## src/logic/pao_pkg.sv

```systemverilog
package pao_pkg;
    localparam logic [31:0] PAO_OFF_B_LVL = 32'h0000_0058;
    localparam logic [31:0] PAO_OFF_B_DIR = 32'h0000_005c;
    localparam logic [31:0] PAO_OFF_B_LAT = 32'h0000_0060;
    localparam logic [31:0] PAO_OFF_A_LVL = 32'h0000_0064;
    localparam logic [31:0] PAO_OFF_A_DIR = 32'h0000_0068;
    localparam logic [31:0] PAO_OFF_A_LAT = 32'h0000_006c;
    localparam logic [31:0] PAO_OFF_CTRL = 32'h0000_00d4;
    localparam logic [7:0] PAO_IDX_B_LVL = 8'h16;
    localparam logic [7:0] PAO_IDX_B_DIR = 8'h17;
    localparam logic [7:0] PAO_IDX_B_LAT = 8'h18;
    localparam logic [7:0] PAO_IDX_A_LVL = 8'h19;
    localparam logic [7:0] PAO_IDX_A_DIR = 8'h1a;
    localparam logic [7:0] PAO_IDX_A_LAT = 8'h1b;
    localparam logic [7:0] PAO_IDX_CTRL = 8'h35;
    localparam logic [7:0] PAO_RST_PORT = 8'h00;
    localparam logic [7:0] PAO_CTRL_WMASK = 8'h78;
    localparam int PAO_PULL_OFF_BIT = 6;
    localparam int PAO_PINS = 8;
    localparam int PAO_B0 = 0;
    localparam int PAO_B1 = 1;
    localparam int PAO_B2 = 2;
    localparam int PAO_B3 = 3;
endpackage

```

## src/logic/pao_port_top.sv

```systemverilog
// The APB register port is this design's own decision.
module pao_port_top
    import pao_pkg::*;
(
    input wire logic pclk,
    input wire logic presetn,
    input wire logic psel,
    input wire logic penable,
    input wire logic pwrite,
    input wire logic [31:0] paddr,
    input wire logic [31:0] pwdata,
    output logic [31:0] prdata,
    output logic pready,
    output logic pslverr,
    input wire logic [7:0] port_a_in,
    output logic [7:0] port_a_out,
    output logic [7:0] port_a_oe_n,
    output logic [7:0] port_a_pullup,
    input wire logic [7:0] port_b_in,
    output logic [7:0] port_b_out,
    output logic [7:0] port_b_oe_n,
    output logic [7:0] port_b_pullup,
    output logic [7:0] port_a_digital,
    output logic [7:0] port_b_digital,
    output logic toggle_request,
    input wire logic two_wire_mode_active,
    input wire logic three_wire_mode_active,
    input wire logic serial_pin_remap,
    input wire logic clock_line_hold,
    input wire logic serial_toggle_enable,
    input wire logic start_detect_irq_enable,
    input wire logic serial_data_out,
    input wire logic serial_sda_out,
    input wire logic pin_change_enable,
    input wire logic [7:0] pin_change_mask_a,
    input wire logic external_irq1_input,
    input wire logic [7:0] analog_input_digital_off
);
    logic [7:0] port_a_direction_r;
    logic [7:0] port_a_output_latch_r;
    logic [7:0] port_b_direction_r;
    logic [7:0] port_b_output_latch_r;
    logic [7:0] core_control_r;
    logic [31:0] prdata_r;
    logic pslverr_r;

    // Synchronised pin levels, already gated by input enable
    logic [7:0] a_sync;
    logic [7:0] b_sync;

    // Override pairs for port A
    logic [7:0] pu_ovr_en_a;
    logic [7:0] pu_ovr_val_a;
    logic [7:0] dir_ovr_en_a;
    logic [7:0] dir_ovr_val_a;
    logic [7:0] out_ovr_en_a;
    logic [7:0] out_ovr_val_a;
    logic [7:0] in_ovr_en_a;
    logic [7:0] in_ovr_val_a;
    logic [7:0] toggle_ovr_en_a;

    // Override pairs for port B
    logic [7:0] pu_ovr_en_b;
    logic [7:0] pu_ovr_val_b;
    logic [7:0] dir_ovr_en_b;
    logic [7:0] dir_ovr_val_b;
    logic [7:0] out_ovr_en_b;
    logic [7:0] out_ovr_val_b;
    logic [7:0] in_ovr_en_b;
    logic [7:0] in_ovr_val_b;

    logic [7:0] rd_nxt;
    logic pull_off;
    logic wr_en;
    logic setup_rd;
    logic setup_any;
    logic mapped;
    logic tw;
    logic [7:0] pcm;

    // Address decode shared by the error flag
    function automatic logic addr_known(input logic [31:0] a);
        addr_known = (a == PAO_OFF_B_LVL) || (a == PAO_OFF_B_DIR) || (a == PAO_OFF_B_LAT)
            || (a == PAO_OFF_A_LVL) || (a == PAO_OFF_A_DIR) || (a == PAO_OFF_A_LAT)
            || (a == PAO_OFF_CTRL);
    endfunction

    // Write strobe for one register
    function automatic logic wr_hit(
        input logic en,
        input logic [31:0] a,
        input logic [31:0] off
    );
        wr_hit = en && (a == off);
    endfunction

    assign pull_off = core_control_r[PAO_PULL_OFF_BIT];
    assign tw = two_wire_mode_active & serial_pin_remap;
    assign pcm = pin_change_mask_a & {PAO_PINS{pin_change_enable}};
    assign mapped = addr_known(paddr);
    assign wr_en = psel & penable & pwrite;
    assign setup_any = psel & ~penable;
    assign setup_rd = setup_any & ~pwrite;
    // Zero wait states: every register answers in one access cycle
    assign pready = 1'b1;
    assign prdata = prdata_r;
    assign pslverr = pslverr_r;

    // No pin of port A overrides its pull-up
    always_comb
    begin
        // A1 pull-up stays with latch and direction
        pu_ovr_en_a = 8'h00;
        pu_ovr_val_a = 8'h00;
    end

    always_comb
    begin
        // Upper pins keep their direction register
        dir_ovr_en_a = 8'h00;
        dir_ovr_val_a = 8'h00;
        dir_ovr_en_a[PAO_B2] = tw;
        dir_ovr_val_a[PAO_B2] = (clock_line_hold | port_b_output_latch_r[PAO_B2])
            & port_b_direction_r[PAO_B2] & serial_pin_remap;
        dir_ovr_en_a[PAO_B0] = tw;
        dir_ovr_val_a[PAO_B0] = (serial_sda_out | port_b_output_latch_r[PAO_B0])
            & port_b_direction_r[PAO_B0] & serial_pin_remap;
    end

    always_comb
    begin
        // No output override on A3 or upper pins
        out_ovr_en_a = 8'h00;
        out_ovr_val_a = 8'h00;
        // Clock pin driven low when enabled; the wire-and comes from direction
        out_ovr_en_a[PAO_B2] = two_wire_mode_active & port_b_direction_r[PAO_B2];
        // Serial data out on bit 1
        out_ovr_en_a[PAO_B1] = three_wire_mode_active & serial_pin_remap;
        out_ovr_val_a[PAO_B1] = serial_data_out & serial_pin_remap;
        out_ovr_en_a[PAO_B0] = tw & port_b_direction_r[PAO_B0];
    end

    always_comb
    begin
        // Masked pin change or digital-off on upper pins
        in_ovr_en_a = pcm | analog_input_digital_off;
        in_ovr_val_a = analog_input_digital_off;
        in_ovr_en_a[PAO_B3] = pcm[PAO_B3];
        in_ovr_val_a[PAO_B3] = 1'b0;
        in_ovr_en_a[PAO_B2] = pcm[PAO_B2] | external_irq1_input
            | analog_input_digital_off[PAO_B2]
            | (start_detect_irq_enable & serial_pin_remap);
        in_ovr_en_a[PAO_B0] = pcm[PAO_B0] | analog_input_digital_off[PAO_B0]
            | (start_detect_irq_enable & serial_pin_remap);
    end

    always_comb
    begin
        // Toggle held off on A0 and every pin but A2
        toggle_ovr_en_a = 8'h00;
        toggle_ovr_en_a[PAO_B2] = serial_toggle_enable & serial_pin_remap;
    end

    // The toggle itself lives in the serial block
    assign toggle_request = toggle_ovr_en_a[PAO_B2];

    // Port B alternate functions live outside this block
    always_comb
    begin
        pu_ovr_en_b = 8'h00;
        pu_ovr_val_b = 8'h00;
        dir_ovr_en_b = 8'h00;
        dir_ovr_val_b = 8'h00;
        out_ovr_en_b = 8'h00;
        out_ovr_val_b = 8'h00;
        in_ovr_en_b = 8'h00;
        in_ovr_val_b = 8'h00;
    end

    genvar gi;
    generate
        for (gi = 0; gi < PAO_PINS; gi++)
        begin : g_pin
            // Port A cell takes the override pairs
            pao_pin_cell u_a (
                .pclk(pclk),
                .presetn(presetn),
                .pin_in(port_a_in[gi]),
                .dir_bit(port_a_direction_r[gi]),
                .out_bit(port_a_output_latch_r[gi]),
                .pull_off(pull_off),
                .pu_ovr_en(pu_ovr_en_a[gi]),
                .pu_ovr_val(pu_ovr_val_a[gi]),
                .dir_ovr_en(dir_ovr_en_a[gi]),
                .dir_ovr_val(dir_ovr_val_a[gi]),
                .out_ovr_en(out_ovr_en_a[gi]),
                .out_ovr_val(out_ovr_val_a[gi]),
                .in_ovr_en(in_ovr_en_a[gi]),
                .in_ovr_val(in_ovr_val_a[gi]),
                .pad_out(port_a_out[gi]),
                .pad_oe_n(port_a_oe_n[gi]),
                .pullup_en(port_a_pullup[gi]),
                .din_sync(a_sync[gi])
            );
            pao_pin_cell u_b (
                .pclk(pclk),
                .presetn(presetn),
                .pin_in(port_b_in[gi]),
                .dir_bit(port_b_direction_r[gi]),
                .out_bit(port_b_output_latch_r[gi]),
                .pull_off(pull_off),
                .pu_ovr_en(pu_ovr_en_b[gi]),
                .pu_ovr_val(pu_ovr_val_b[gi]),
                .dir_ovr_en(dir_ovr_en_b[gi]),
                .dir_ovr_val(dir_ovr_val_b[gi]),
                .out_ovr_en(out_ovr_en_b[gi]),
                .out_ovr_val(out_ovr_val_b[gi]),
                .in_ovr_en(in_ovr_en_b[gi]),
                .in_ovr_val(in_ovr_val_b[gi]),
                .pad_out(port_b_out[gi]),
                .pad_oe_n(port_b_oe_n[gi]),
                .pullup_en(port_b_pullup[gi]),
                .din_sync(b_sync[gi])
            );
        end
    endgenerate

    assign port_a_digital = a_sync;
    assign port_b_digital = b_sync;

    // Writing ones to the level register toggles the latch bits
    always_ff @(posedge pclk or negedge presetn)
    begin
        if (!presetn)
        begin
            port_a_output_latch_r <= PAO_RST_PORT;
        end
        else if (wr_hit(wr_en, paddr, PAO_OFF_A_LAT))
        begin
            port_a_output_latch_r <= pwdata[7:0];
        end
        else if (wr_hit(wr_en, paddr, PAO_OFF_A_LVL))
        begin
            port_a_output_latch_r <= port_a_output_latch_r ^ pwdata[7:0];
        end
    end

    always_ff @(posedge pclk or negedge presetn)
    begin
        if (!presetn)
        begin
            port_b_output_latch_r <= PAO_RST_PORT;
        end
        else if (wr_hit(wr_en, paddr, PAO_OFF_B_LAT))
        begin
            port_b_output_latch_r <= pwdata[7:0];
        end
        else if (wr_hit(wr_en, paddr, PAO_OFF_B_LVL))
        begin
            port_b_output_latch_r <= port_b_output_latch_r ^ pwdata[7:0];
        end
    end

    always_ff @(posedge pclk or negedge presetn)
    begin
        if (!presetn)
        begin
            port_a_direction_r <= PAO_RST_PORT;
        end
        else if (wr_hit(wr_en, paddr, PAO_OFF_A_DIR))
        begin
            port_a_direction_r <= pwdata[7:0];
        end
    end

    always_ff @(posedge pclk or negedge presetn)
    begin
        if (!presetn)
        begin
            port_b_direction_r <= PAO_RST_PORT;
        end
        else if (wr_hit(wr_en, paddr, PAO_OFF_B_DIR))
        begin
            port_b_direction_r <= pwdata[7:0];
        end
    end

    // Pull-up disable bit; bits 3 to 5 are stored too, the other control bits read zero
    always_ff @(posedge pclk or negedge presetn)
    begin
        if (!presetn)
        begin
            core_control_r <= PAO_RST_PORT;
        end
        else if (wr_hit(wr_en, paddr, PAO_OFF_CTRL))
        begin
            core_control_r <= pwdata[7:0] & PAO_CTRL_WMASK;
        end
    end

    always_comb
    begin
        case (paddr)
            PAO_OFF_B_LVL: rd_nxt = b_sync;
            PAO_OFF_B_DIR: rd_nxt = port_b_direction_r;
            PAO_OFF_B_LAT: rd_nxt = port_b_output_latch_r;
            PAO_OFF_A_LVL: rd_nxt = a_sync;
            PAO_OFF_A_DIR: rd_nxt = port_a_direction_r;
            PAO_OFF_A_LAT: rd_nxt = port_a_output_latch_r;
            PAO_OFF_CTRL: rd_nxt = core_control_r;
            default: rd_nxt = 8'h00;
        endcase
    end

    // Read data captured in setup so it stands at the access edge
    always_ff @(posedge pclk or negedge presetn)
    begin
        if (!presetn)
        begin
            prdata_r <= 32'h0000_0000;
        end
        else if (setup_rd)
        begin
            prdata_r <= {24'h00_0000, rd_nxt};
        end
    end

    // Error flag rides with the access phase of an unmapped address
    always_ff @(posedge pclk or negedge presetn)
    begin
        if (!presetn)
        begin
            pslverr_r <= 1'b0;
        end
        else if (setup_any)
        begin
            pslverr_r <= ~mapped;
        end
        else if (!psel)
        begin
            pslverr_r <= 1'b0;
        end
    end
endmodule

```

## src/logic/pao_pin_cell.sv

```systemverilog
module pao_pin_cell
(
    input wire logic pclk,
    input wire logic presetn,
    input wire logic pin_in,
    input wire logic dir_bit,
    input wire logic out_bit,
    input wire logic pull_off,
    input wire logic pu_ovr_en,
    input wire logic pu_ovr_val,
    input wire logic dir_ovr_en,
    input wire logic dir_ovr_val,
    input wire logic out_ovr_en,
    input wire logic out_ovr_val,
    input wire logic in_ovr_en,
    input wire logic in_ovr_val,
    output logic pad_out,
    output logic pad_oe_n,
    output logic pullup_en,
    output logic din_sync
);
    logic dir_eff;
    logic s1_r;
    logic s2_r;
    logic in_en;

    assign dir_eff = dir_ovr_en ? dir_ovr_val : dir_bit;
    assign pad_out = out_ovr_en ? out_ovr_val : out_bit;
    assign pad_oe_n = ~dir_eff;
    assign pullup_en = (pu_ovr_en ? pu_ovr_val : (~dir_eff & out_bit)) & ~pull_off;
    // Input disabled when override says so, avoiding analog crowbar current
    assign in_en = in_ovr_en ? ~in_ovr_val : 1'b1;

    always_ff @(posedge pclk or negedge presetn)
    begin
        if (!presetn)
        begin
            s1_r <= 1'b0;
            s2_r <= 1'b0;
        end
        else
        begin
            s1_r <= pin_in;
            s2_r <= s1_r;
        end
    end

    assign din_sync = in_en & s2_r;
endmodule

```

## config.mk

```make
export PLATFORM = sky130hd
export DESIGN_NAME = pao_port_top
export DESIGN_NICKNAME = d
export VERILOG_FILES = /design/src/logic/pao_pkg.sv /design/src/logic/pao_port_top.sv /design/src/logic/pao_pin_cell.sv
export SDC_FILE = /design/constraint.sdc
export NUM_CORES = 1
export LEC_CHECK = 0
export BUFFER_PORTS_ARGS = -buffer_cell sky130_fd_sc_hd__buf_2
export CAP_MARGIN = 20
export CELL_PAD_IN_SITES_DETAIL_PLACEMENT = 1
export CELL_PAD_IN_SITES_GLOBAL_PLACEMENT = 1
export CORE_MARGIN = 1.5
export CORE_UTILIZATION = 32
export CTS_CLUSTER_DIAMETER = 80
export CTS_CLUSTER_SIZE = 16
export DETAILED_ROUTE_END_ITERATION = 10
export PLACE_DENSITY_LB_ADDON = 0.15
export SYNTH_ARGS = -nofsm -noshare
export SYNTH_HDL_FRONTEND = slang
export SYNTH_SLANG_ARGS = --single-unit
```

## constraint.sdc

```tcl
create_clock -name pclk -period 1.5 [get_ports pclk]
set_clock_uncertainty 0.2 [all_clocks]
set_input_delay 0.3 -clock pclk [delete_from_list [all_inputs] [get_ports pclk]]
set_output_delay 0.3 -clock pclk [all_outputs]
set_load 0.02 [all_outputs]
```

After elaboration in Yosys (flattened, before gate mapping). Cells that the tools add are included.

Register bits: 77. Bits of input ports: 111. Output and inout port bits: 99. Word-level logic and storage cells: 173.

Eq/ne operators: 8. Muxes and demuxes: 19. Bitwise logic cells: 92. Reductions and logical operators: 15.

Operators with widths (count): $eq A32 B7 Y1 const B (6); $pmux W8 S7 (1); $and A1 B1 Y1 (54); $eq A32 B8 Y1 const B (1); $mux W8 (4); $not A1 Y1 (27); $xor A8 B8 Y8 (2); $mux W1 (14); $and A8 B8 Y8 (1); $or A8 B8 Y8 (1); $logic_and A1 B1 Y1 (7); $or A1 B1 Y1 (7); $logic_or A1 B1 Y1 (6); $reduce_bool A2 Y1 (2); $ne A2 B1 Y1 const B (1).

Logic depth before layout (Yosys ltp). Gate-level depths: netlist of the first run.

Depth in word-level cells: 9. Gate-level depth with buffers: 7. Depth with buffers taken out: 5.

Modules after synthesis. From an unflattened synthesis of the first run, not the netlist that was laid out.

Cell total of the unflattened synthesis: 423. Area, all modules: 4459.3 um2.

Modules (own cells, without submodules): pao_port_top (instances 1, cells an instance 295, area an instance 2877.8 um2, seq. area each 1126.1 um2); pao_pin_cell (instances 16, cells an instance 8, area an instance 98.8 um2, seq. area each 50.0 um2).

Worst setup path after synthesis of the first run. No wires, ideal clock.

Kind: input-to-reg. Start point: input paddr[13]. End point: register port_a_direction_r[0]. Arrival: 1.718 ns. Data required time: 1.173 ns. Slack: -0.545 ns. Cell stages on the path: 7. Path buffers: 2. Cells stage by stage: nor4_1 -> nand4_1 -> buf_4 -> nor3_2 -> and3_1 -> buf_4 -> mux2_1.

Word-level cells in the longest chain between the ends: 2.

RTL lines: start, declared (RTL line pao_port_top.sv:10) `input wire logic [31:0] paddr,`; $eq A32 B7 Y1 (RTL line pao_port_top.sv:94) `wr_hit = en && (a == off);`; $logic_and A1 B1 Y1 (RTL line pao_port_top.sv:94); end signal, assigned (RTL line pao_port_top.sv:272) `port_a_direction_r <= pwdata[7:0];`; end, declared (RTL line pao_port_top.sv:39) `logic [7:0] port_a_direction_r;`.

No other way between the ends. A chain may end at the register's enable or synchronous reset.

Final worst setup path of the first run.
Start point: register port_b_output_latch_r[0]. End point: output port_a_pullup[0].

Word-level cells in the longest chain between the ends: 7.

RTL lines: start, declared (RTL line pao_port_top.sv:42) `logic [7:0] port_b_output_latch_r;`; start signal, assigned (RTL line pao_port_top.sv:256) `port_b_output_latch_r <= pwdata[7:0];`; start signal, assigned (RTL line pao_port_top.sv:260) `port_b_output_latch_r <= port_b_output_latch_r ^ pwdata[7:0];`; $or A1 B1 Y1 (RTL line pao_port_top.sv:126) `dir_ovr_val_a[PAO_B0] = (serial_sda_out | port_b_output_latch_r[PAO_B0])`; $and A1 B1 Y1 (2 in series) (RTL line pao_port_top.sv:127) `& port_b_direction_r[PAO_B0] & serial_pin_remap;`; $mux W1 (RTL line pao_pin_cell.sv:27) `assign dir_eff = dir_ovr_en ? dir_ovr_val : dir_bit;`; $not A1 Y1 (RTL line pao_pin_cell.sv:30) `assign pullup_en = (pu_ovr_en ? pu_ovr_val : (~dir_eff & out_bit)) & ~pull_off;`; $and A1 B1 Y1 (2 in series) (RTL line pao_pin_cell.sv:30); end, declared (RTL line pao_port_top.sv:18) `output logic [7:0] port_a_pullup,`.

No other way between the ends.

==> results of run 1 <==
-- flip-flops by register name, indices dropped and copies added (netlist names) --
name	count
g_pin.u_a.s2_r	8
port_a_output_latch_r	8
port_a_direction_r	8
port_b_direction_r	8
g_pin.u_a.s1_r	8
prdata	8
core_control_r	4
port_b_output_latch_r	8
g_pin.u_b.s2_r	8
pslverr	1
g_pin.u_b.s1_r	8
-- tightest hold or removal path: stages --
cell	delay, ns
buf_2	0.11
inv_1	0.09
a31oi_1	0.09
-- final timing paths --
| kind | endpoint | slack, ns | start | cells past startpoint |
|---|---|---|---|---|
| setup / recovery | port_a_pullup[0] | -0.48 | port_b_output_latch_r[0]$_DFFE_PN0P_ | 5 |
| hold / removal | pslverr$_DFFE_PN0P_ | 0.08 | penable | 3 |
| setup reg to reg | prdata[0]$_DFFE_PN0P_ | -0.29 | port_b_output_latch_r[0]$_DFFE_PN0P_ | 5 |
| hold reg to reg | g_pin[2].u_b.s2_r$_DFF_PN0_ | 0.15 | g_pin[2].u_b.s1_r$_DFF_PN0_ | 0 |
| max in group asynchronous | port_b_output_latch_r[0]$_DFFE_PN0P_ | 0.39 | presetn | 3 |
| min in group asynchronous | g_pin[1].u_b.s1_r$_DFF_PN0_ | 0.28 | presetn | 3 |
-- kinds of logic after synthesis --
logic type	after synthesis	synth area share, %
buffers and inverters	126	18.2
and+or+nand+nor	114	17.5
DFF	77	42.1
AOI/OAI and AO/OA	74	10.3
muxes	44	11.7
other	2	0.164
-- layout make-up --
type	count	area (sq um)	share of cell area, %
well taps	180	225	2.90
repair buffers	311	2640	34.0
clock buffers	10	239	3.08
inverters	20	82.6	1.06
multi-input cells	257	2570	33.2
flip-flops and latches	77	1940	25.0
clock inverters	6	62.6	0.807
-- layer usage --
layer,GRT usage (%),vias to the layer above,part of all wire (%)
met5,0,-,0
met4,6.98,0,1.8
met3,3.95,16,3.8
met2,38.1,127,52
met1,29.1,2156,43
li1,-,1925,-
-- cell usage in the layout (no fill, tap or decap), types with 13 or more instances in the layout --
cell type      instances
buf_2                 81
buf_4                105
buf_6                100
conb_1                25
dfrtp_1               69
dlygate4sd3_1         17
mux2_4                21
mux2i_1               13
nand2_1               21
nand3_1               13
nor4_4                14
-- per-stage QoR --
stage	TNS, ns	util [%]	hold WS, ns	power, mW
finish	-20.81	55.7	0.0756	5.10
detailed placement	-32.51	41.7	0.136	2.74
global placement	-29.62	41.7	0.132	2.73
CTS	-19.14	52.4	0.0592	5.10
global route	-25.80	55.7	0.0777	5.26
floorplan	-15.65	-	-0.196	2.49
-- power by group --
group / switching (mW) / internal, mW
registers: 0.0187 / 2.12
clock network: 0.918 / 1.33
logic: 0.391 / 0.316
-- repair_timing --
action / 4_1_cts / 5_1_grt
hold endpoints to repair: 93 / 0
hold buffers: 17 / 0
setup buffers: 28 / 24
pin swaps: 40 / 28
gates cloned: 2 / 0
gates resized for setup: 238 / 80
setup endpoints to repair: 98 / 101
==> impl_metrics.toml, run 1 <==
[status]
outcome = "finished, violations left"
violations = "negative setup slack"

[global_route]
grt_antenna_before_repair = 0
grt_pass1_wl_mm = 24.9
first_global_vias = 4420
grt_start_max_net_pins = 78
grt_usage_pct = 22.4
grt-ovfl-total = 0

[synthesis]
ys.flop_type = "dfrtp_1"
yosys.area.top_type = "dfrtp_1"
async_reset_ff_share_pct = 100
synth_top_area_share_pct = 42.1
synthTopCellsByArea = "dfrtp_1 (42%), buf_4 (15%), mux2_1 (4.9%), o21ai_0 (3.3%), mux2i_1 (2.8%)"
ys_seq_elements = 77
ys_warn_count = 0
netlist_instances = 437
synth_common_cells = "buf_4 (93), dfrtp_1 (77), o21ai_0 (30)"
synth-edff-count = 0
avgSynthCellArea_sq_um = 10.5
synth.most_common_cell = "buf_4"
seq_area_frac_synth_pct = 42.1
ys_types = 45
synth_area_sq_um = 4570

[cts]
ctsLongestPathBuffers = 2
clock-sinks = 77
cts_made_buffers = 9
h-tree-depth = 3
cts_tree = "yes"
clockRootBuffer = "clkbuf_16"
clk_pin_slew_ns = 0.06
clkLatencyLatePin_ns = 0.35

[placed_design]
dp.cells = 782
dp_hpwl_mm = 11.1
io_buffer_count = 148
gp_congestion = 0.845
dpl-instance-area_sq_um = 5810
pre_cts_ws_ns = -0.879

[critical_path]
crit_chain = "o21ai_2 -> nor2_1 -> a21oi_1 -> nor3b_2 -> buf_4"
endpoint_kind = "output pin"
start_kind = "flop"
cpPeakStageDelay_ns = 0.44
path_delay_family = "flip-flops"
worstPathArrival_ns = 1.48
critPathSlowestCell = "dfrtp_2"
path_buf_inv = 1
crit_fanout = 2
required_ns = 1.00
worstSetupPathType = "flop to output pin"

[timing]
fin_crit_sh_pct = 132
maxSlewViolCount = 0
setup_ws_ns = -0.482
period_needed_ns = 1.98
max_freq_mhz = 505
finalHoldViolations = 0
rsz0062_at_grt = "true"
setup_violations = 89

[routing]
wirelength_mm = 17.0
drc = 0
vias = 4224
wl_per_cell_um = 19.8
drt-initial-drc-count = 179
drt-vias-per-instance = 4.91
ant_nets = 0
dr.pass1.iters = 5

[power]
power.density_nw_per_um2 = 657
p_leak_nw = 3.72
vdd_drop_max_mv = 0.594

[floorplanning]
fp.dieH_um = 123
design.die.area_sq_um = 15000
fp-row-count = 43
top_level_ports = 210
coreArea_sq_um = 13900
die_w_um = 123
start_util_pct = 32.8

[final_layout]
diodes = 0
fillers = 1505
fin_cells = 861
syn2layout_area_growth_pct = 69.6
stdcell_area_sq_um = 7760
drive_gt1_share_pct = 67.7
layout.nets = 787

[flow_run]
cap_violations = 0

[hold_path]
hold_class = "input port to flop"
(Power assumes the default switching activity.)
==> inputs of run 2 (changes only) <==
BUFFER_PORTS_ARGS = default   (was -buffer_cell sky130_fd_sc_hd__buf_2)
CORE_UTILIZATION = 43   (was 32)
DONT_BUFFER_PORTS = 1   (was default)
==> run 2 against run 1 <==
Critical endpoint is now port_a_pullup[2]. Sequential power hardly changed. Worst setup slack worse by 0.15 ns. Power fell by 20%. The run ends with negative hold slack, negative setup slack left. Routed wire length fell by 1.5%. Core utilization up 8.3 points. Sequential cell count unchanged. Non-clock buffer count down 130. Hold slack lost 0.68 ns. Via count down 8.8%. Cell area fell by 15%. Largest cell class is now multi-input combinational cells. Register-to-register slack gained 0.02 ns. Critical path depth decreased by 1.
==> impl_metrics.toml, run 2 (same netlist as run 1, synthesis figures left out) <==
[floorplanning]
fp-row-count = 37
coreArea_sq_um = 10300
die_w_um = 106
fp.dieH_um = 106
design.die.area_sq_um = 11300
top_level_ports = 210
start_util_pct = 44.3

[critical_path]
setup.worst_path.start = "port_b_output_latch_r[2]$_DFFE_PN0P_"
crit_fanout = 3
critPathSlowestCell = "dfrtp_1"
required_ns = 1.00
reg2regPathDepth = 4
crit_chain = "o21ai_1 -> nor2_1 -> a21oi_1 -> and3b_2"
worstPathArrival_ns = 1.63
worstReg2RegEnd = "prdata[3]$_DFFE_PN0P_"
path_delay_family = "flip-flops"
path_buf_inv = 0
r2r_slack_ns = -0.27
start_kind = "flop"
cpPeakStageDelay_ns = 0.45
worstSetupPathType = "flop to output pin"
reg2reg_from = "port_b_output_latch_r[3]$_DFFE_PN0P_"
endpoint_kind = "output pin"

[cts]
clock-sinks = 77
clkLatencyLatePin_ns = 0.39
cts_tree = "yes"
cts_made_buffers = 9
clk_pin_slew_ns = 0.09
clockRootBuffer = "clkbuf_8"
ctsLongestPathBuffers = 2
h-tree-depth = 3
postCtsHoldBufs = 26

[timing]
finalHoldViolations = 77
maxSlewViolCount = 0
max_freq_mhz = 469
timing.hold.ws_ns = -0.600
setup_violations = 81
setup_ws_ns = -0.631
fin_crit_sh_pct = 142
rsz0062_at_grt = "true"
period_needed_ns = 2.13

[final_layout]
layout.area.seq_sq_um = 1930
layout_common_cells = "buf_4 (83), dfrtp_1 (72), buf_6 (63), dlygate4sd3_1 (26), conb_1 (25)"
fillers = 1029
syn2layout_area_growth_pct = 44.4
layout.nets = 657
final_util_pct = 64.0
stdcell_area_sq_um = 6600
multi_input_area_sq_um = 2440
layout_commonest_cell = "buf_4"
diodes = 0
drive_gt1_share_pct = 55.2

[routing]
vias = 3851
drc = 0
wirelength_mm = 16.8
drt-initial-drc-count = 180
wl_per_cell_um = 24.5
ant_nets = 0
drt-vias-per-instance = 5.62
dr.pass1.iters = 4

[power]
p_leak_nw = 3.03
swShare_pct = 26.6
pwr-share-clk_pct = 36.6
vdd_drop_max_mv = 0.561
power.switching_mw = 1.09
p_seq_share_pct = 52.6
power.density_nw_per_um2 = 617
p_comb_share_pct = 10.8
internal_power_mw = 2.99

[placed_design]
dp_hpwl_mm = 9.81
dpl-instance-area_sq_um = 5120
io_buffer_count = 0
gp_congestion = 0.864

[global_route]
grt_antenna_before_repair = 0
first_global_vias = 4099
grt_start_max_net_pins = 78
grt_pass1_wl_mm = 23.9
grt_usage_pct = 28.6
grt-ovfl-total = 0

[hold_path]
hold_class = "input port to async pin"

[status]
outcome = "finished, violations left"
violations = "negative hold slack, negative setup slack"

[flow_run]
cap_violations = 0
[run 2: area by class of cell]
type	instances	share of cell area [%]
timing repair buffer	181	26.9
inverter	20	1.82
clock inverter	2	0.152
tap	136	2.58
multi-input combinational	257	36.9
sequential	77	29.3
clock buffer	12	2.35
[run 2: stage by stage]
stage	TNS (ns)	instances	setup slack, ns	total power, mW
after floorplan	-15.65	460	-0.453	2.49
after global placement	-21.49	606	-0.546	2.47
after detailed placement	-22.96	606	-0.600	2.48
after CTS	-12.81	671	-0.460	4.05
after global routing	-20.43	685	-0.668	4.19
final	-17.08	685	-0.631	4.07
[run 2: how the worst max path moves through the flow]
stage / cells after the start / slack (ns) / endpoint
2_1_floorplan: 6 / -0.45 / port_a_direction_r[0]$_DFFE_PN0P_
3_3_place_gp: 7 / -0.55 / port_b_output_latch_r[7]$_DFFE_PN0P_
3_5_place_dp: 7 / -0.60 / port_b_output_latch_r[7]$_DFFE_PN0P_
4_1_cts: 5 / -0.46 / port_a_pullup[0]
5_1_grt: 4 / -0.67 / port_a_pullup[2]
6_report: 4 / -0.63 / port_a_pullup[2]
[run 2: power by group through the flow]
stage	Combinational [mW]	Clock (mW)	Sequential, mW
final	0.441	1.49	2.14
after global placement	0.292	0	2.18
after global routing	0.462	1.58	2.15
after floorplan	0.316	0	2.17
after CTS	0.418	1.49	2.14
after detailed placement	0.297	0	2.18
[run 2: what timing repair did]
action / in CTS / in global routing
resized for setup: 152 / 53
gates cloned: 1 / 1
endpoints found under the hold margin: 122 / 77
pin swaps: 26 / 17
endpoints found under the setup margin: 91 / 94
buffers inserted: 24 / 16
[run 2: routing by layer]
| layer | vias to the layer above | share of wire [%] | GRT usage, % |
|---|---|---|---|
| li1 | 1653 | - | - |
| met1 | 1967 | 39 | 34.8 |
| met2 | 198 | 51 | 46.9 |
| met3 | 33 | 7.2 | 7.60 |
| met4 | 0 | 2.8 | 14.1 |
| met5 | - | 0 | 0 |
